**src/logic/master_xfer_pkg.sv**
```systemverilog
/*
  shared types and constants for the serial link master sequencer.
  assumes a character receiver and transmitter on the same clock that
  decode and encode the link characters named here.
*/
package master_xfer_pkg;

  // ---------------------------------------------------------------
  // retry limits: a retry is allowed while the count is at most these
  // ---------------------------------------------------------------
  localparam logic [5:0] ENQUIRY_RETRY_LIMIT = 6'h20;
  localparam logic [2:0] BLOCK_RETRY_LIMIT = 3'h3;
  localparam logic [2:0] HEADER_RETRY_LIMIT = 3'h3;
  localparam logic [2:0] QUICK_RETRY_LIMIT = 3'h3;

  // ---------------------------------------------------------------
  // widths and default reply times in mclk cycles
  // ---------------------------------------------------------------
  localparam int TIMER_W = 16;
  localparam int BLOCKS_W = 8;
  localparam int ENQ_REPLY_CYCLES = 2000;
  localparam int HDR_REPLY_CYCLES = 2000;
  localparam int BLK_REPLY_CYCLES = 2000;
  localparam int TEXT_START_CYCLES = 2000;
  localparam int DATA_RECV_CYCLES = 2000;
  localparam int END_WAIT_CYCLES = 2000;

  // ---------------------------------------------------------------
  // link events and commands
  // ---------------------------------------------------------------
  typedef enum logic [3:0] {
    RX_ACK, RX_NAK, RX_EOT, RX_SOH, RX_STX, RX_CHAR, RX_GOOD_DATA, RX_BAD_DATA
  } rx_kind_e;

  typedef enum logic [2:0] {
    TX_ENQ, TX_QUICK_ENQ, TX_HEADER, TX_DATA, TX_ACK, TX_NAK, TX_EOT
  } tx_kind_e;

  typedef struct packed {
    logic valid;
    rx_kind_e kind;
  } rx_event_s;

  typedef struct packed {
    logic valid;
    tx_kind_e kind;
  } tx_cmd_s;

  typedef struct packed {
    logic valid;
    logic quick;
    logic read;
    logic [BLOCKS_W-1:0] blocks;
  } xfer_req_s;

endpackage

```
**src/logic/serial_master_transfer_fsm.sv**
```systemverilog
/*
  master sequencer of a character serial transfer: enquiry, header, blocks.
  assumes received characters arrive already decoded as one-cycle events on
  mclk, and that the transmitter accepts one command per cycle.
*/
// Functional notes
// - idle request clears retries, sends quick or normal enquiry, waits.
// - ack to enquiry sends header, starts header timer, waits header ack.
// - header ack: read waits for text start; write fetches and sends block.
// - block ack: last block sends end and idles; else next block.
// - enquiry nak or timeout retries while count at most 32, else end.
// - header nak retries header while count at most 3, else end.
// - block nak resends block while count at most 3, else end.
// - start-of-text while waiting starts receive timer, waits for data.
// - good read block delivered and acked; last waits end, else next.
// - bad read block naks and rewaits while count at most 3, else end.
// - quick reply good idles; bad or timeout retries while count at most 3, silent give-up.
`timescale 1ns/1ps
module serial_master_transfer_fsm
  import master_xfer_pkg::*;
#(
  parameter int ENQ_REPLY = ENQ_REPLY_CYCLES,
  parameter int HDR_REPLY = HDR_REPLY_CYCLES,
  parameter int BLK_REPLY = BLK_REPLY_CYCLES,
  parameter int TEXT_START = TEXT_START_CYCLES,
  parameter int DATA_RECV = DATA_RECV_CYCLES,
  parameter int END_WAIT = END_WAIT_CYCLES
) (
  input wire logic mclk,
  input wire logic rst,
  input xfer_req_s transferRequest,
  input rx_event_s rxEvent,
  input wire logic memDataValid,
  output tx_cmd_s txCmd_r,
  output logic memFetch_r,
  output logic memDeliver_r,
  output logic busy_r,
  output logic doneOk_r,
  output logic doneFail_r
);

  typedef enum logic [3:0] {
    S_IDLE, S_ENQ_ACK, S_HDR_ACK, S_DATA_ACK, S_TEXT_START, S_DATA, S_END, S_QUICK
  } state_e;

  // ---------------------------------------------------------------
  // state
  // ---------------------------------------------------------------
  state_e state_r, state_nxt;
  logic [5:0] enquiryRetryCount_r, enquiryRetryCount_nxt;
  logic [2:0] headerRetryCount_r, headerRetryCount_nxt;
  logic [2:0] blockRetryCount_r, blockRetryCount_nxt;
  logic [2:0] quickRetryCount_r, quickRetryCount_nxt;
  logic [BLOCKS_W-1:0] blocksLeft_r, blocksLeft_nxt;
  logic readDir_r, readDir_nxt;
  tx_cmd_s tx_nxt;
  logic fetch_nxt, deliver_nxt, ok_nxt, fail_nxt;
  logic timerStart, timerStop, timeout;
  logic [TIMER_W-1:0] timerLoad;

  // ---------------------------------------------------------------
  // event decode
  // ---------------------------------------------------------------
  wire rxAck = rxEvent.valid && rxEvent.kind == RX_ACK;
  wire rxNak = rxEvent.valid && rxEvent.kind == RX_NAK;
  wire rxStx = rxEvent.valid && rxEvent.kind == RX_STX;
  wire rxGood = rxEvent.valid && rxEvent.kind == RX_GOOD_DATA;
  wire rxBad = rxEvent.valid && rxEvent.kind == RX_BAD_DATA;
  // a character other than good data beats a timeout; good data is ignored outside the data waits
  wire rxStray = rxEvent.valid && !rxGood;
  wire tmo = timeout && !rxStray;
  wire lastBlock = blocksLeft_r <= {{(BLOCKS_W-1){1'b0}}, 1'b1};
  wire [BLOCKS_W-1:0] blocksDec = blocksLeft_r - {{(BLOCKS_W-1){1'b0}}, 1'b1};

  function automatic tx_cmd_s cmd(input tx_kind_e k);
    cmd.valid = 1'b1;
    cmd.kind = k;
  endfunction

  function automatic logic [TIMER_W-1:0] cyc(input int n);
    cyc = n[TIMER_W-1:0];
  endfunction

  // ---------------------------------------------------------------
  // sequencer
  // ---------------------------------------------------------------
  always_comb begin
    state_nxt = state_r;
    enquiryRetryCount_nxt = enquiryRetryCount_r;
    headerRetryCount_nxt = headerRetryCount_r;
    blockRetryCount_nxt = blockRetryCount_r;
    quickRetryCount_nxt = quickRetryCount_r;
    blocksLeft_nxt = blocksLeft_r;
    readDir_nxt = readDir_r;
    tx_nxt = '0;
    fetch_nxt = 1'b0;
    deliver_nxt = 1'b0;
    ok_nxt = 1'b0;
    fail_nxt = 1'b0;
    timerStart = 1'b0;
    timerStop = 1'b0;
    timerLoad = cyc(ENQ_REPLY);
    case (state_r)
      S_IDLE: begin
        if (transferRequest.valid) begin
          enquiryRetryCount_nxt = '0;
          headerRetryCount_nxt = '0;
          blockRetryCount_nxt = '0;
          quickRetryCount_nxt = '0;
          readDir_nxt = transferRequest.read;
          blocksLeft_nxt = transferRequest.blocks;
          timerStart = 1'b1;
          if (transferRequest.quick) begin
            tx_nxt = cmd(TX_QUICK_ENQ);
            state_nxt = S_QUICK;
          end else begin
            tx_nxt = cmd(TX_ENQ);
            state_nxt = S_ENQ_ACK;
          end
        end
      end
      S_ENQ_ACK: begin
        if (rxAck) begin
          tx_nxt = cmd(TX_HEADER);
          timerStart = 1'b1;
          timerLoad = cyc(HDR_REPLY);
          state_nxt = S_HDR_ACK;
        end else if ((rxNak || tmo) && enquiryRetryCount_r <= ENQUIRY_RETRY_LIMIT) begin
          enquiryRetryCount_nxt = enquiryRetryCount_r + 6'h01;
          tx_nxt = cmd(TX_ENQ);
          timerStart = 1'b1;
        end else if (rxStray || tmo) begin
          state_nxt = S_IDLE;
        end
      end
      S_HDR_ACK: begin
        if (rxAck && readDir_r) begin
          timerStart = 1'b1;
          timerLoad = cyc(TEXT_START);
          state_nxt = S_TEXT_START;
        end else if (rxAck) begin
          fetch_nxt = 1'b1;
          timerStop = 1'b1;
          state_nxt = S_DATA_ACK;
        end else if (rxNak && headerRetryCount_r <= HEADER_RETRY_LIMIT) begin
          headerRetryCount_nxt = headerRetryCount_r + 3'h1;
          tx_nxt = cmd(TX_HEADER);
          timerStart = 1'b1;
          timerLoad = cyc(HDR_REPLY);
        end else if (rxStray || tmo) begin
          state_nxt = S_IDLE;
        end
      end
      S_DATA_ACK: begin
        if (memDataValid && !rxStray) begin
          blockRetryCount_nxt = '0;
          tx_nxt = cmd(TX_DATA);
          timerStart = 1'b1;
          timerLoad = cyc(BLK_REPLY);
        end else if (rxAck && lastBlock) begin
          ok_nxt = 1'b1;
          state_nxt = S_IDLE;
        end else if (rxAck) begin
          blocksLeft_nxt = blocksDec;
          fetch_nxt = 1'b1;
          timerStop = 1'b1;
        end else if (rxNak && blockRetryCount_r <= BLOCK_RETRY_LIMIT) begin
          blockRetryCount_nxt = blockRetryCount_r + 3'h1;
          tx_nxt = cmd(TX_DATA);
          timerStart = 1'b1;
          timerLoad = cyc(BLK_REPLY);
        end else if (rxStray || tmo) begin
          state_nxt = S_IDLE;
        end
      end
      S_TEXT_START: begin
        if (rxStx) begin
          timerStart = 1'b1;
          timerLoad = cyc(DATA_RECV);
          state_nxt = S_DATA;
        end else if (rxStray || tmo) begin
          state_nxt = S_IDLE;
        end
      end
      S_DATA: begin
        if (rxGood) begin
          deliver_nxt = 1'b1;
          tx_nxt = cmd(TX_ACK);
          timerStart = 1'b1;
          blockRetryCount_nxt = '0;
          blocksLeft_nxt = blocksDec;
          timerLoad = lastBlock ? cyc(END_WAIT) : cyc(TEXT_START);
          state_nxt = lastBlock ? S_END : S_TEXT_START;
        end else if (rxBad && blockRetryCount_r <= BLOCK_RETRY_LIMIT) begin
          blockRetryCount_nxt = blockRetryCount_r + 3'h1;
          tx_nxt = cmd(TX_NAK);
          timerStart = 1'b1;
          timerLoad = cyc(TEXT_START);
          state_nxt = S_TEXT_START;
        end else if (rxBad || tmo) begin
          state_nxt = S_IDLE;
        end
      end
      S_END: begin
        if (rxStray || tmo) begin
          state_nxt = S_IDLE;
          ok_nxt = rxEvent.valid && rxEvent.kind == RX_EOT;
        end
      end
      S_QUICK: begin
        if (rxGood) begin
          ok_nxt = 1'b1;
          state_nxt = S_IDLE;
        end else if ((rxBad || tmo) && quickRetryCount_r <= QUICK_RETRY_LIMIT) begin
          quickRetryCount_nxt = quickRetryCount_r + 3'h1;
          tx_nxt = cmd(TX_QUICK_ENQ);
          timerStart = 1'b1;
        end else if (rxBad || tmo) begin
          fail_nxt = 1'b1;
          state_nxt = S_IDLE;
        end
      end
      default: state_nxt = S_IDLE;
    endcase
    // every abort out of an active wait, except the quick one, sends end
    if (state_nxt == S_IDLE && state_r != S_IDLE && !ok_nxt && state_r != S_QUICK) begin
      tx_nxt = cmd(TX_EOT);
      fail_nxt = 1'b1;
    end
    if (state_nxt == S_IDLE && ok_nxt && state_r == S_DATA_ACK) begin
      tx_nxt = cmd(TX_EOT);
    end
    if (state_nxt == S_IDLE) begin
      timerStop = 1'b1;
    end
  end

  always_ff @(posedge mclk or posedge rst) begin
    if (rst) begin
      state_r <= S_IDLE;
      enquiryRetryCount_r <= '0;
      headerRetryCount_r <= '0;
      blockRetryCount_r <= '0;
      quickRetryCount_r <= '0;
      blocksLeft_r <= '0;
      readDir_r <= 1'b0;
      txCmd_r <= '0;
      memFetch_r <= 1'b0;
      memDeliver_r <= 1'b0;
      busy_r <= 1'b0;
      doneOk_r <= 1'b0;
      doneFail_r <= 1'b0;
    end else begin
      state_r <= state_nxt;
      enquiryRetryCount_r <= enquiryRetryCount_nxt;
      headerRetryCount_r <= headerRetryCount_nxt;
      blockRetryCount_r <= blockRetryCount_nxt;
      quickRetryCount_r <= quickRetryCount_nxt;
      blocksLeft_r <= blocksLeft_nxt;
      readDir_r <= readDir_nxt;
      txCmd_r <= tx_nxt;
      memFetch_r <= fetch_nxt;
      memDeliver_r <= deliver_nxt;
      busy_r <= state_nxt != S_IDLE;
      doneOk_r <= ok_nxt;
      doneFail_r <= fail_nxt;
    end
  end

  // ---------------------------------------------------------------
  // reply timer, shared: only one wait is ever open at a time
  // ---------------------------------------------------------------
  reply_timer #(.W(TIMER_W)) replyTimer (
    .mclk(mclk),
    .rst(rst),
    .start(timerStart),
    .stop(timerStop),
    .load(timerLoad),
    .expired(timeout)
  );

  // ---------------------------------------------------------------
  // checks
  // ---------------------------------------------------------------
  AST_REQ_ENQ: assert property (@(posedge mclk) disable iff (rst)
    (state_r == S_IDLE && transferRequest.valid && !transferRequest.quick)
    |=> (txCmd_r == cmd(TX_ENQ) && state_r == S_ENQ_ACK && enquiryRetryCount_r == 6'h00))
    else $error("request did not send enquiry");

  AST_REQ_QUICK: assert property (@(posedge mclk) disable iff (rst)
    (state_r == S_IDLE && transferRequest.valid && transferRequest.quick)
    |=> (txCmd_r == cmd(TX_QUICK_ENQ) && state_r == S_QUICK))
    else $error("quick request did not send quick enquiry");

  AST_ENQ_ACKED: assert property (@(posedge mclk) disable iff (rst)
    (state_r == S_ENQ_ACK && rxAck) |=> (txCmd_r == cmd(TX_HEADER) && state_r == S_HDR_ACK))
    else $error("enquiry ack did not send header");

  AST_HDR_READ: assert property (@(posedge mclk) disable iff (rst)
    (state_r == S_HDR_ACK && rxAck && readDir_r) |=> (state_r == S_TEXT_START && !txCmd_r.valid))
    else $error("read header ack did not wait for text start");

  AST_ENQ_GIVEUP: assert property (@(posedge mclk) disable iff (rst)
    (state_r == S_ENQ_ACK && rxNak && enquiryRetryCount_r > ENQUIRY_RETRY_LIMIT)
    |=> (txCmd_r == cmd(TX_EOT) && state_r == S_IDLE))
    else $error("enquiry retry limit not honoured");

  AST_HDR_RETRY: assert property (@(posedge mclk) disable iff (rst)
    (state_r == S_HDR_ACK && rxNak && headerRetryCount_r <= HEADER_RETRY_LIMIT)
    |=> (txCmd_r == cmd(TX_HEADER) && headerRetryCount_r == $past(headerRetryCount_r) + 3'h1))
    else $error("header nak did not resend header");

  AST_STX_DATA: assert property (@(posedge mclk) disable iff (rst)
    (state_r == S_TEXT_START && rxStx) |=> (state_r == S_DATA) ##1 !timeout)
    else $error("start of text did not enter data wait");

  AST_QUICK_GIVEUP: assert property (@(posedge mclk) disable iff (rst)
    (state_r == S_QUICK && rxBad && quickRetryCount_r > QUICK_RETRY_LIMIT)
    |=> (state_r == S_IDLE && !txCmd_r.valid && doneFail_r))
    else $error("quick give-up wrong");

  AST_UNEXPECTED_EOT: assert property (@(posedge mclk) disable iff (rst)
    (state_r == S_DATA_ACK && rxEvent.valid && rxEvent.kind == RX_EOT)
    |=> (txCmd_r == cmd(TX_EOT) && state_r == S_IDLE))
    else $error("unexpected end did not abort");

endmodule

```
**src/logic/reply_timer.sv**
```systemverilog
/*
  one-shot down counter used for every reply wait of the master.
  assumes start and stop come from logic on mclk; load is at least one.
*/
`timescale 1ns/1ps
module reply_timer
  import master_xfer_pkg::*;
#(
  parameter int W = TIMER_W
) (
  input wire logic mclk,
  input wire logic rst,
  input wire logic start,
  input wire logic stop,
  input wire logic [W-1:0] load,
  output logic expired
);

  logic [W-1:0] count_r;
  logic running_r;
  wire lastTick = running_r && (count_r == {{(W-1){1'b0}}, 1'b1});

  // ---------------------------------------------------------------
  // counter
  // ---------------------------------------------------------------
  // a fresh start simply overwrites any count still running
  always_ff @(posedge mclk or posedge rst) begin
    if (rst) begin
      count_r <= '0;
      running_r <= 1'b0;
      expired <= 1'b0;
    end else begin
      expired <= lastTick && !start && !stop;
      if (start) begin
        count_r <= load;
        running_r <= 1'b1;
      end else if (stop || lastTick) begin
        running_r <= 1'b0;
      end else if (running_r) begin
        count_r <= count_r - {{(W-1){1'b0}}, 1'b1};
      end
    end
  end

  AST_TIMER_FIRE: assert property (@(posedge mclk) disable iff (rst)
    (lastTick && !start && !stop) |=> expired)
    else $error("timer did not expire at end of count");

  AST_TIMER_RESTART: assert property (@(posedge mclk) disable iff (rst)
    start |=> (!expired && running_r && count_r == $past(load)))
    else $error("timer restart did not replace the count");

endmodule

```
**config.mk**
```make
export PLATFORM = sky130hd
export DESIGN_NAME = serial_master_transfer_fsm
export DESIGN_NICKNAME = d
export VERILOG_FILES = /design/src/logic/master_xfer_pkg.sv /design/src/logic/serial_master_transfer_fsm.sv /design/src/logic/reply_timer.sv
export SDC_FILE = /design/constraint.sdc
export NUM_CORES = 1
export LEC_CHECK = 0
export CORE_UTILIZATION = 50
export CTS_BUF_LIST = sky130_fd_sc_hd__clkbuf_16
export CTS_CLUSTER_SIZE = 10
export DETAILED_ROUTE_END_ITERATION = 10
export DONT_BUFFER_PORTS = 1
export GPL_ROUTABILITY_DRIVEN = 0
export PLACE_DENSITY_LB_ADDON = 0.05
export SKIP_LAST_GASP = 1
export SYNTH_ARGS = -nofsm -noshare
export SYNTH_HDL_FRONTEND = slang
export SYNTH_SLANG_ARGS = --single-unit
```
**constraint.sdc**
```tcl
create_clock -name mclk -period 6.7 [get_ports mclk]
set_input_delay 0.67 -clock mclk [delete_from_list [all_inputs] [get_ports mclk]]
set_output_delay 0.67 -clock mclk [all_outputs]
set_load 0.02 [all_outputs]
```
==> summary.txt, run 1 <==
Route
  • DRT Pass-1 Iters: 8
  • Routed WL per cell: 16.15 um
  • # DRC: 7
  • Iteration-0 DRC Markers: 215
  • Vias per cell: 6.264
  • Routed WL: 7.349 mm
  • Via count: 2850
  • Post-route ant nets: 0

STA
  • Unrepaired setup endpoints after global routing: false
  • Worst hold slack: 444.2 ps
  • Final worst slack: 3825 ps
  • Final worst path period share: 0.4291
  • Final Hold Viols: 0
  • Slew HR: 0.3735
  • Worst slew pin tran: 931.2 ps
  • Post-route setup TNS: 0 ps
  • FMAX: 347.9 MHz
  • Clock skew: 5.505 ps
  • Final Setup Violations: 0
  • Slew Limit Fails: 0
  • Min Tclk post-route: 2875 ps

Yosys
  • Syn Inst Count: 383
  • Synth Flop Type: dfrtp_1
  • Async SR Flop Fraction: 1.000
  • Post-synthesis mux area share: 0
  • Post-Synth Adder-Cell Area: 0.04446
  • Mapped Nets: 414
  • Seq/Total Area, Yosys: 0.4076
  • Mean Syn Cell Area: 8.817 um2
  • Post-synthesis compound-gate area fraction: 0.2127
  • Cell variety after synth: 64
  • Largest family of logic cells by synthesized area: simple AND/OR/NAND/NOR gates
  • Number of synthesized flops with an enable pin: 0
  • Xor/xnor share of the synthesized area: 0.007781
  • Post-Syn Area: 3377 um2
  • Yosys reg bits: 55
  • Yosys warnings: 0
  • Post-synthesis simple-gate area fraction: 0.2842

Die
  • Num ports: 28
  • Core box area: 6422 um2
  • Die area: 7086 um2
  • Initial core utilization: 0.5258
  • Die width: 84.18 um
  • Row count: 29
  • Die Y: 84.18 um

Critical path
  • CP startpoint kind: register
  • Cell Chain, Critical Path: or4_1, nor3_1, nor3b_1, nand4_1, nand3_1, or4_1, nand3b_1
  • Crit path max-delay cell type: or4_1
  • Critical Path End Type: register
  • CP Class: register to register
  • CP Buf/Inv Count: 0
  • Worst EP arrival: 3030 ps
  • Slowest stage delay, CP: 590 ps
  • CP top delay family: simple AND/OR/NAND/NOR gates
  • Max FO, Critical Path: 12
  • Crit path required time: 6850 ps
  • R2R Setup Slk: 3830 ps
  • CP most frequent cell: or4_1

Status
  • Run status: finished with violations
  • Failing checks: DRC

Finish
  • Core Util, Final: 0.5603
  • # fillers: 587
  • Most common cell after layout, fill and taps aside: dfrtp_1
  • Antenna diode count: 0
  • Final Net Count: 408
  • Most frequent cells in the layout: 55 x dfrtp_1, 36 x o21ai_0, 35 x nor2_1
  • Reg area: 1376 um2
  • Area occupied by multi-input gates: 1858 um2
  • Layout area overhead: 6.558%
  • Layout cells sized above 1: 0.08466

Clock tree
  • Setup repair bufs after CTS: 0
  • Reg clk slew, reported paths: 70 ps
  • Num CTS Buffers: 5
  • CTS Hold Bufs: 0
  • Root Driver: clkbuf_16
  • Resized cells post-CTS: 0
  • CTS tree: built
  • Clock Latency Late Sink: 290 ps
  • Clk sinks: 55
  • CTS Buffer Depth: 2
  • H-tree depth: 2

Job
  • MaxCap Viol Count: 0

Hold path
  • Hold Crit Class: input port to async pin

Power and ir drop
  • Clock share of power: 0.326
  • P_sw: 0.3247 mW
  • Max IR drop VDD: 0.1608 mV
  • Total power: 1.002 mW
  • Sw frac: 0.3242
  • Flop pwr share: 0.449
  • Combinational share of power: 0.224
  • Power Density: 278.4 nW/um2
  • Static leakage: 1.473 nW
  • Internal: 0.6770 mW

Global routing
  • Initial antenna violation count: 0
  • First-pass GRT wire length: 13.03 mm
  • Overflow after GRT: 0
  • Number of global-route vias before repair: 2725
  • Total GRT Usage: 0.2276
  • Largest net degree at the start of global routing: 56

Placed design
  • Post-DP HPWL: 5.360 mm
  • Pre-CTS setup slack: 3695 ps
  • # port buffers: 0
==> logic make-up (layout without fill, tap and decap cells) <==
kind of cell,after synthesis,count (layout)
AND/OR/NAND/NOR,170,170
adder cells (fa/ha/maj),12,12
other,1,1
XOR/XNOR,3,3
flip-flops,55,55
AO/OA/AOI/OAI,111,111
buffers and inverters,31,26
==> Yosys cell counts, types with 2 or more instances <==
library cell / n / area [um2]
and2_1: 3 / 18.77
a21oi_1: 25 / 125.1
nand4b_1: 2 / 17.52
a21boi_0: 2 / 15.01
nand4_1: 13 / 81.33
o21ai_1: 3 / 15.01
or3_1: 9 / 56.30
nor2b_1: 7 / 43.79
xor2_1: 2 / 17.52
and4_1: 2 / 17.52
o21ai_0: 36 / 180.2
nor3_1: 18 / 90.09
nor2_1: 35 / 131.4
a31oi_1: 3 / 18.77
ha_1: 12 / 150.1
a211oi_1: 4 / 30.03
o211ai_1: 5 / 37.54
o21ai_2: 5 / 43.79
nor4bb_1: 2 / 20.02
dfrtp_1: 55 / 1376
a21oi_2: 4 / 35.03
nor3b_1: 3 / 22.52
nand3_1: 20 / 100.1
nand2b_1: 3 / 18.77
o211a_1: 3 / 30.03
or4b_2: 2 / 20.02
o2111ai_1: 2 / 17.52
inv_1: 14 / 52.55
buf_2: 6 / 30.03
a21o_1: 4 / 30.03
or4_1: 4 / 30.03
clkbuf_1: 8 / 30.03
a211o_1: 2 / 17.52
nand2_1: 23 / 86.33
nor4_1: 6 / 37.54
and3_1: 5 / 31.28
nand3b_1: 3 / 22.52
o31ai_1: 2 / 15.01
==> worst paths after layout <==
| kind | from | to | cells past startpoint |
|---|---|---|---|
| worst max-delay path | replyTimer.count_r[8] | replyTimer.count_r[10] | 7 |
| worst min register to register | blockRetryCount_r[1] | blockRetryCount_r[1] | 2 |
| min in group mclk | transferRequest[8] | readDir_r | 2 |
| worst max register to register | replyTimer.count_r[8] | replyTimer.count_r[10] | 7 |
| worst min-delay path | rst | busy_r | 2 |
| max in group asynchronous | rst | txCmd_r[3] | 2 |
==> stage by stage <==
stage | instances | cell area, um2
5_1_grt | 455 | 3598
2_1_floorplan | 383 | 3377
6_report | 455 | 3598
4_1_cts | 455 | 3598
3_3_place_gp | 447 | 3410
3_5_place_dp | 447 | 3410
==> sequential cells by signal, summed over array words and instances (netlist names), 3 cells and up <==
signal / flops
blockRetryCount_r: 3
blocksLeft_r: 8
enquiryRetryCount_r: 6
headerRetryCount_r: 3
quickRetryCount_r: 3
replyTimer.count_r: 16
state_r: 4
txCmd_r: 4
==> power groups by stage <==
stage | sequential [mW] | combinational, mW | clock, mW
floorplan | 0.438 | 0.196 | 0
global placement | 0.454 | 0.223 | 0
detailed placement | 0.453 | 0.228 | 0
CTS | 0.448 | 0.227 | 0.337
global route | 0.458 | 0.259 | 0.349
finish | 0.450 | 0.225 | 0.327
==> cell type report <==
type	instances	area share
well taps	77	0.02677
inverters	15	0.01565
flip-flops and latches	55	0.3825
clock inverters	3	0.01773
clock buffers	5	0.03477
repair buffers	3	0.006259
multi-input cells	297	0.5163
==> per-layer routing <==
metal,wire length (um),GRT usage,up-vias
met5,0,0,-
li1,-,-,1406
met2,3404,0.3636,79
met1,3484,0.3215,1357
met3,361,0.03540,8
met4,99,0.06740,0
(Power assumes the default switching activity.)
==> inputs of run 2 (changes only) <==
--- a/config.mk
+++ b/config.mk
@@ -5,6 +5,7 @@
 export SDC_FILE = /design/constraint.sdc
 export NUM_CORES = 1
 export LEC_CHECK = 0
+export ABC_AREA = 1
 export CORE_UTILIZATION = 50
 export CTS_BUF_LIST = sky130_fd_sc_hd__clkbuf_16
 export CTS_CLUSTER_SIZE = 10
==> constraint.sdc (replaced) <==
create_clock -name mclk -period 2.7 [get_ports mclk]
set_input_delay 0.27 -clock mclk [delete_from_list [all_inputs] [get_ports mclk]]
set_output_delay 0.27 -clock mclk [all_outputs]
set_load 0.02 [all_outputs]
==> run 2 against run 1 <==
Against the previous run:
- the run now ends clean
- sequential power rose to 2.8 times the previous value
- die area up 2.2%
- hold slack lost 330 ps
- global-route usage about the same
- critical path type unchanged
- critical endpoint is now blockRetryCount_r[0]
- largest power group unchanged
- highest routed layer unchanged
==> summary.txt, run 2 <==
Clock tree
  • Clock Latency Late Sink: 290 ps (about the same)
  • CTS tree: built
  • Clk sinks: 55 (unchanged)
  • CTS Buffer Depth: 2 (unchanged)
  • Root Driver: clkbuf_16
  • Reg clk slew, reported paths: 70 ps (about the same)
  • H-tree depth: 2 (unchanged)
  • Num CTS Buffers: 5 (unchanged)
  • Setup repair bufs after CTS: 0 (unchanged)

Route
  • DRT Pass-1 Iters: 4 (-4)
  • Post-route ant nets: 0 (unchanged)
  • Routed WL: 7.378 mm (+0.39%)
  • Iteration-0 DRC Markers: 118 (-45%)
  • Vias per cell: 5.262 (-16%)
  • Via count: 2931 (+2.8%)
  • Routed WL per cell: 13.25 um (-18%)
  • # DRC: 0 (-7)

Die
  • Row count: 29 (unchanged)
  • Initial core utilization: 0.5319 (+0.006069)
  • Die Y: 85.12 um (+1.1%)
  • Die width: 85.12 um (+1.1%)
  • Num ports: 28 (unchanged)
  • Die area: 7245 um2 (+2.2%)
  • Core box area: 6495 um2 (+1.1%)

Critical path
  • CP Class: register to register
  • Worst r2r dst: blockRetryCount_r[0]
  • Crit path max-delay cell type: nor2_1
  • Crit path required time: 2870 ps (-3980 ps)
  • Slowest stage delay, CP: 620 ps (+30 ps)
  • Cell Chain, Critical Path: inv_1, nor2_1, nand2_1, inv_2, nor2_1, inv_2, o22ai_1, nor2_1, o21ai_0, o21ai_0
  • R2R Path Start: state_r[0]
  • Critical Path End Type: register
  • CP top delay family: simple AND/OR/NAND/NOR gates
  • R2R Setup Slk: 290 ps (-3540 ps)
  • R2r worst-path depth: 10 (+3)
  • Max FO, Critical Path: 11 (-1)
  • CP startpoint kind: register
  • CP Buf/Inv Count: 3 (+3)
  • CP most frequent cell: nor2_1
  • Worst EP arrival: 2580 ps (-450 ps)

Yosys
  • Yosys top cell area share: 0.3984 (-0.009152)
  • Mapped Nets: 503 (+21%)
  • Syn Inst Count: 472 (+23%)
  • Post-Syn Area: 3455 um2 (+2.3%)
  • Async SR Flop Fraction: 1.000 (unchanged)
  • Biggest area consumer among synthesized cells: dfrtp_1
  • Yosys warnings: 0 (unchanged)
  • Synth top cells by count: 114 x nand2_1, 62 x nor2_1, 55 x dfrtp_1, 55 x inv_1, 41 x nand3_1
  • Mean Syn Cell Area: 7.319 um2 (-17%)
  • Number of synthesized flops with an enable pin: 0 (unchanged)
  • Yosys reg bits: 55 (unchanged)
  • Cell variety after synth: 37 (-42%)
  • Synth Flop Type: dfrtp_1
  • Seq/Total Area, Yosys: 0.3984 (-0.009152)
  • Ranking of synthesized cells by area: dfrtp_1 40%, nand2_1 12%, nor2_1 6.7%, inv_1 6.0%, nand3_1 5.9%
  • Cell with the most instances after synthesis: nand2_1

Finish
  • Layout cells sized above 1: 0.09792 (+0.01326)
  • Layout area overhead: 6.918%
  • Most common cell after layout, fill and taps aside: nand2_1
  • Antenna diode count: 0 (unchanged)
  • Final Net Count: 510 (+25%)
  • Final instance area: 3694 um2 (+2.6%)
  • Most frequent cells in the layout: 114 x nand2_1, 62 x nor2_1, 55 x inv_1, 55 x dfrtp_1, 41 x nand3_1
  • Largest reg by FF count: replyTimer.count_r
  • Largest register FFs: 16 (unchanged)
  • Top Registers: replyTimer.count_r (16), blocksLeft_r (8), enquiryRetryCount_r (6)

Hold path
  • Hold Crit Class: input port to register
  • Hold Crit Depth: 2
  • HP Start: transferRequest[8]
  • Hold Path Sink: readDir_r

Power and ir drop
  • Static leakage: 1.855 nW (+26%)
  • Power Density: 751.2 nW/um2 (+170%)
  • Max IR drop VDD: 0.5524 mV (+240%)

STA
  • Worst hold slack: 114.6 ps (-329.6 ps)
  • Unrepaired setup endpoints after global routing: false
  • Final Setup Violations: 0 (unchanged)
  • Clock skew: 5.029 ps (-0.4758 ps)
  • Post-route setup TNS: 0 ps (unchanged)
  • Final Hold Viols: 0 (unchanged)
  • Final worst path period share: 0.8926 (+0.4635)
  • Min Tclk post-route: 2410 ps (-464.7 ps)
  • Slew HR: 0.4535 (+0.08002)
  • Worst slew pin tran: 816.8 ps (-114.5 ps)
  • Final worst slack: 290.1 ps (-3535 ps)
  • FMAX: 415.0 MHz (+19%)
  • Slew Limit Fails: 0 (unchanged)

Placed design
  • Placed cell areas: 3541 um2 (+3.9%)
  • Pre-CTS setup slack: 9.418 ps (-3685 ps)
  • # port buffers: 0 (unchanged)
  • Post-DP HPWL: 5.685 mm (+6.1%)

Global routing
  • Largest net degree at the start of global routing: 32 (-43%)
  • Overflow after GRT: 0 (unchanged)
  • Initial antenna violation count: 0 (unchanged)
  • Number of global-route vias before repair: 2900 (+6.4%)
  • First-pass GRT wire length: 13.18 mm (+1.1%)
  • Total GRT Usage: 0.2274 (about the same)

Status
  • Run status: finished, final reports clean

Job
  • MaxCap Viol Count: 0 (unchanged)
-- run 2: worst reg2reg max path: stages (launching register included) --
cell	delay [ps]
dfrtp_1	380
inv_1	150
nor2_1	80
nand2_1	100
inv_2	60
nor2_1	620
inv_2	270
o22ai_1	260
nor2_1	100
o21ai_0	140
o21ai_0	130
-- run 2: final cells by class --
cell class | instances | area, um2
Clock inverter | 3 | 11.26
Multi-Input combinational cell | 347 | 1793
Sequential cell | 55 | 1376
Tap cell | 77 | 96.34
Timing Repair Buffer | 7 | 55.05
Fill cell | 652 | 2801
Clock buffer | 5 | 125.1
Inverter | 63 | 236.5
-- run 2: worst max path at each step --
stage	from	endpoint	slack (ps)	cells after the start
after floorplan	blockRetryCount_r[0]	replyTimer.count_r[4]	660	14
after global placement	state_r[3]	blocksLeft_r[4]	50	9
after detailed placement	state_r[3]	blocksLeft_r[4]	9	9
after CTS	state_r[3]	blocksLeft_r[4]	240	9
after global routing	state_r[0]	blockRetryCount_r[0]	10	10
final	state_r[0]	blockRetryCount_r[0]	290	10
-- run 2: per-layer routing --
| metal | up-vias | GRT usage | share of wire |
|---|---|---|---|
| met5 | - | 0 | 0 |
| met4 | 0 | 0.08937 | 0.022 |
| met3 | 13 | 0.03210 | 0.027 |
| met2 | 46 | 0.3849 | 0.48 |
| met1 | 1346 | 0.2950 | 0.47 |
| li1 | 1526 | - | - |
-- run 2: kinds of logic after synthesis --
family	after synthesis	synth area share
simple gates	266	0.3517
compound gates	55	0.08765
buf+inv	70	0.08439
xor+xnor	12	0.03042
other cells	1	0.001086
flops	55	0.3984
mux	1	0.002898
fa+ha+maj	12	0.04346
-- run 2: what timing repair did --
action,4_1_cts,5_1_grt
endpoints found under the hold margin,29,0
endpoints found under the setup margin,1,3
pin swaps,0,1
gates resized for setup,1,0
hold buffers,1,0
-- run 2: report_power, final --
part | switching (mW) | internal, mW
logic | 0.555 | 0.361
clock network | 0.280 | 0.335
registers | 0.214 | 1.03
total | 1.05 | 1.73
-- run 2: stage by stage --
stage / util / power [mW] / std cells
floorplan: - / 1.990 / 472
global placement: 0.5452 / 2.154 / 548
detailed placement: 0.5452 / 2.173 / 548
CTS: 0.5687 / 2.797 / 557
global route: 0.5687 / 3.025 / 557
finish: 0.5687 / 2.775 / 557
==> inputs of run 3 (changes only) <==
--- a/config.mk
+++ b/config.mk
@@ -6,8 +6,9 @@
 export NUM_CORES = 1
 export LEC_CHECK = 0
 export ABC_AREA = 1
+export ABC_CLOCK_PERIOD_IN_PS = 2700
 export CORE_UTILIZATION = 50
-export CTS_BUF_LIST = sky130_fd_sc_hd__clkbuf_16
+export CTS_BUF_LIST = sky130_fd_sc_hd__clkbuf_8
 export CTS_CLUSTER_SIZE = 10
 export DETAILED_ROUTE_END_ITERATION = 10
 export DONT_BUFFER_PORTS = 1
==> run 3 against run 2 <==
Against the previous run:
- combinational power hardly changed
- maximum frequency grew 0.18%
- critical path depth stayed put
- clock power shrank 21%
- power fell by 4.6%
- core utilization down 0.56 points
- flip-flop and latch count is the same
- wire length down 0.43%
- clock skew rose by 3.0 ps
- register-to-register slack about the same
- non-clock buffer count stayed put
==> summary.txt, run 3 (synthesized netlist as in run 2, its figures left out) <==
Status
  • Run status: finished, final reports clean

Finish
  • Final Net Count: 510 (unchanged)
  • Largest register FFs: 16 (unchanged)
  • Top Registers: replyTimer.count_r (16), blocksLeft_r (8), enquiryRetryCount_r (6)
  • Largest reg by FF count: replyTimer.count_r
  • Layout area overhead: 5.868%
  • Most common cell after layout, fill and taps aside: nand2_1
  • Layout cells sized above 1: 0.1021 (+0.004167)
  • Most frequent cells in the layout: 114 x nand2_1, 62 x nor2_1, 55 x inv_1, 55 x dfrtp_1, 41 x nand3_1
  • # fillers: 651 (-0.15%)
  • Antenna diode count: 0 (unchanged)

Power and ir drop
  • Power Density: 723.5 nW/um2 (-3.7%)
  • Static leakage: 1.840 nW (-0.78%)
  • Max IR drop VDD: 0.5284 mV (-4.3%)
  • Total power: 2.646 mW (-4.6%)

STA
  • Slew HR: 0.4488 (-0.004682)
  • Final worst slack: 294.5 ps (+4.383 ps)
  • Post-route setup TNS: 0 ps (unchanged)
  • Final Hold Viols: 0 (unchanged)
  • Final worst path period share: 0.8909 (-0.001623)
  • Unrepaired setup endpoints after global routing: false
  • Slew Limit Fails: 0 (unchanged)
  • Clock skew: 8.061 ps (+3.033 ps)
  • Min Tclk post-route: 2406 ps (-4.383 ps)
  • Worst slew pin tran: 823.8 ps (+6.997 ps)
  • Final Setup Violations: 0 (unchanged)
  • FMAX: 415.7 MHz (+0.18%)

Die
  • Num ports: 28 (unchanged)
  • Initial core utilization: 0.5319 (unchanged)
  • Core box area: 6495 um2 (unchanged)
  • Die Y: 85.12 um (unchanged)
  • Row count: 29 (unchanged)
  • Die width: 85.12 um (unchanged)
  • Die area: 7245 um2 (unchanged)

Critical path
  • R2R Path Start: state_r[0]
  • Cell Chain, Critical Path: inv_1, nor2_1, nand2_1, inv_2, nor2_1, inv_2, o22ai_1, nor2_1, o21ai_0, o21ai_0
  • Max FO, Critical Path: 11 (unchanged)
  • R2r worst-path depth: 10 (unchanged)
  • CP most frequent cell: nor2_1
  • Crit path required time: 2890 ps (+20 ps)
  • R2R Setup Slk: 290 ps (about the same)
  • CP Class: register to register
  • Critical Path End Type: register
  • Crit path max-delay cell type: nor2_1
  • Worst EP arrival: 2590 ps (about the same)
  • CP startpoint kind: register
  • Worst r2r dst: blockRetryCount_r[0]
  • Slowest stage delay, CP: 620 ps (about the same)

Route
  • Vias per cell: 5.257 (-0.10%)
  • Routed WL: 7.346 mm (-0.43%)
  • DRT Pass-1 Iters: 4 (unchanged)
  • Routed WL per cell: 13.19 um (-0.43%)
  • Post-route ant nets: 0 (unchanged)
  • Iteration-0 DRC Markers: 121 (+2.5%)
  • # DRC: 0 (unchanged)
  • Via count: 2928 (-0.10%)

Clock tree
  • CTS Buffer Depth: 2 (unchanged)
  • Clock Latency Late Sink: 310 ps (+20 ps)
  • Num CTS Buffers: 5 (unchanged)
  • Root Driver: clkbuf_8
  • H-tree depth: 2 (unchanged)
  • Clk sinks: 55 (unchanged)
  • CTS tree: built
  • Reg clk slew, reported paths: 90 ps (+20 ps)

Job
  • MaxCap Viol Count: 0 (unchanged)

Global routing
  • Largest net degree at the start of global routing: 32 (unchanged)
  • Number of global-route vias before repair: 2898 (-0.069%)
  • Total GRT Usage: 0.2266 (-0.0008361)
  • Initial antenna violation count: 0 (unchanged)
  • First-pass GRT wire length: 13.18 mm (unchanged)
  • Overflow after GRT: 0 (unchanged)

Placed design
  • Post-DP HPWL: 5.685 mm (unchanged)
  • # port buffers: 0 (unchanged)
  • Pre-CTS setup slack: 9.418 ps (unchanged)

Hold path
  • Hold Crit Class: input port to register
  • Hold Crit Depth: 2 (unchanged)
  • Hold Path Sink: readDir_r
  • HP Start: transferRequest[8]
-- run 3: per-layer routing --
metal,wire length [um],vias to the layer above,global-route usage
li1,-,1527,-
met1,3443,1337,0.2975
met2,3521,51,0.3834
met3,226,13,0.02918
met4,155,0,0.08475
met5,0,-,0
-- run 3: worst max path at each step --
stage | cells past startpoint | start | end | slack (ps)
after detailed placement | 9 | state_r[3] | blocksLeft_r[4] | 9
after global placement | 9 | state_r[3] | blocksLeft_r[4] | 50
after global routing | 10 | state_r[0] | blockRetryCount_r[0] | 8
final | 10 | state_r[0] | blockRetryCount_r[0] | 290
after CTS | 9 | state_r[3] | blocksLeft_r[4] | 230
after floorplan | 14 | blockRetryCount_r[0] | replyTimer.count_r[4] | 660
-- run 3: what timing repair did --
action	CTS	global route
buffers inserted	0	0
setup endpoints to repair	1	3
pin swaps	0	1
resized for setup	1	0
hold buffers	1	0
hold endpoints to repair	29	0
-- run 3: stage by stage --
step           hold WS, ps  cells  utilization  cell area (um2)
2_1_floorplan        391.0    472            -             3455
3_3_place_gp         291.0    548       0.5452             3541
3_5_place_dp         292.6    548       0.5452             3541
4_1_cts              91.30    557       0.5631             3657
5_1_grt              105.7    557       0.5631             3657
6_report             92.85    557       0.5631             3657
-- run 3: area by class of cell --
type	count	area [um2]	share of cell area
multi-input combinational	347	1793	0.4902
sequential	55	1376	0.3763
inverter	63	236.5	0.06466
clock buffer	7	96.34	0.02634
tap	77	96.34	0.02634
timing repair buffer	7	55.05	0.01505
clock inverter	1	3.754	0.001026
-- run 3: critical path: cells and delay by family (launching register included) --
kind | cells | cell delay, ps
flip-flops | 1 | 390
AO/OA/AOI/OAI | 3 | 530
AND/OR/NAND/NOR | 4 | 900
buffers and inverters | 3 | 470
-- run 3: where the power goes --
part	leakage, nW	switching, mW	total (mW)	internal [mW]
logic	1.07	0.555	0.916	0.361
registers	0.713	0.215	1.24	1.03
clock network	0.0557	0.256	0.487	0.231
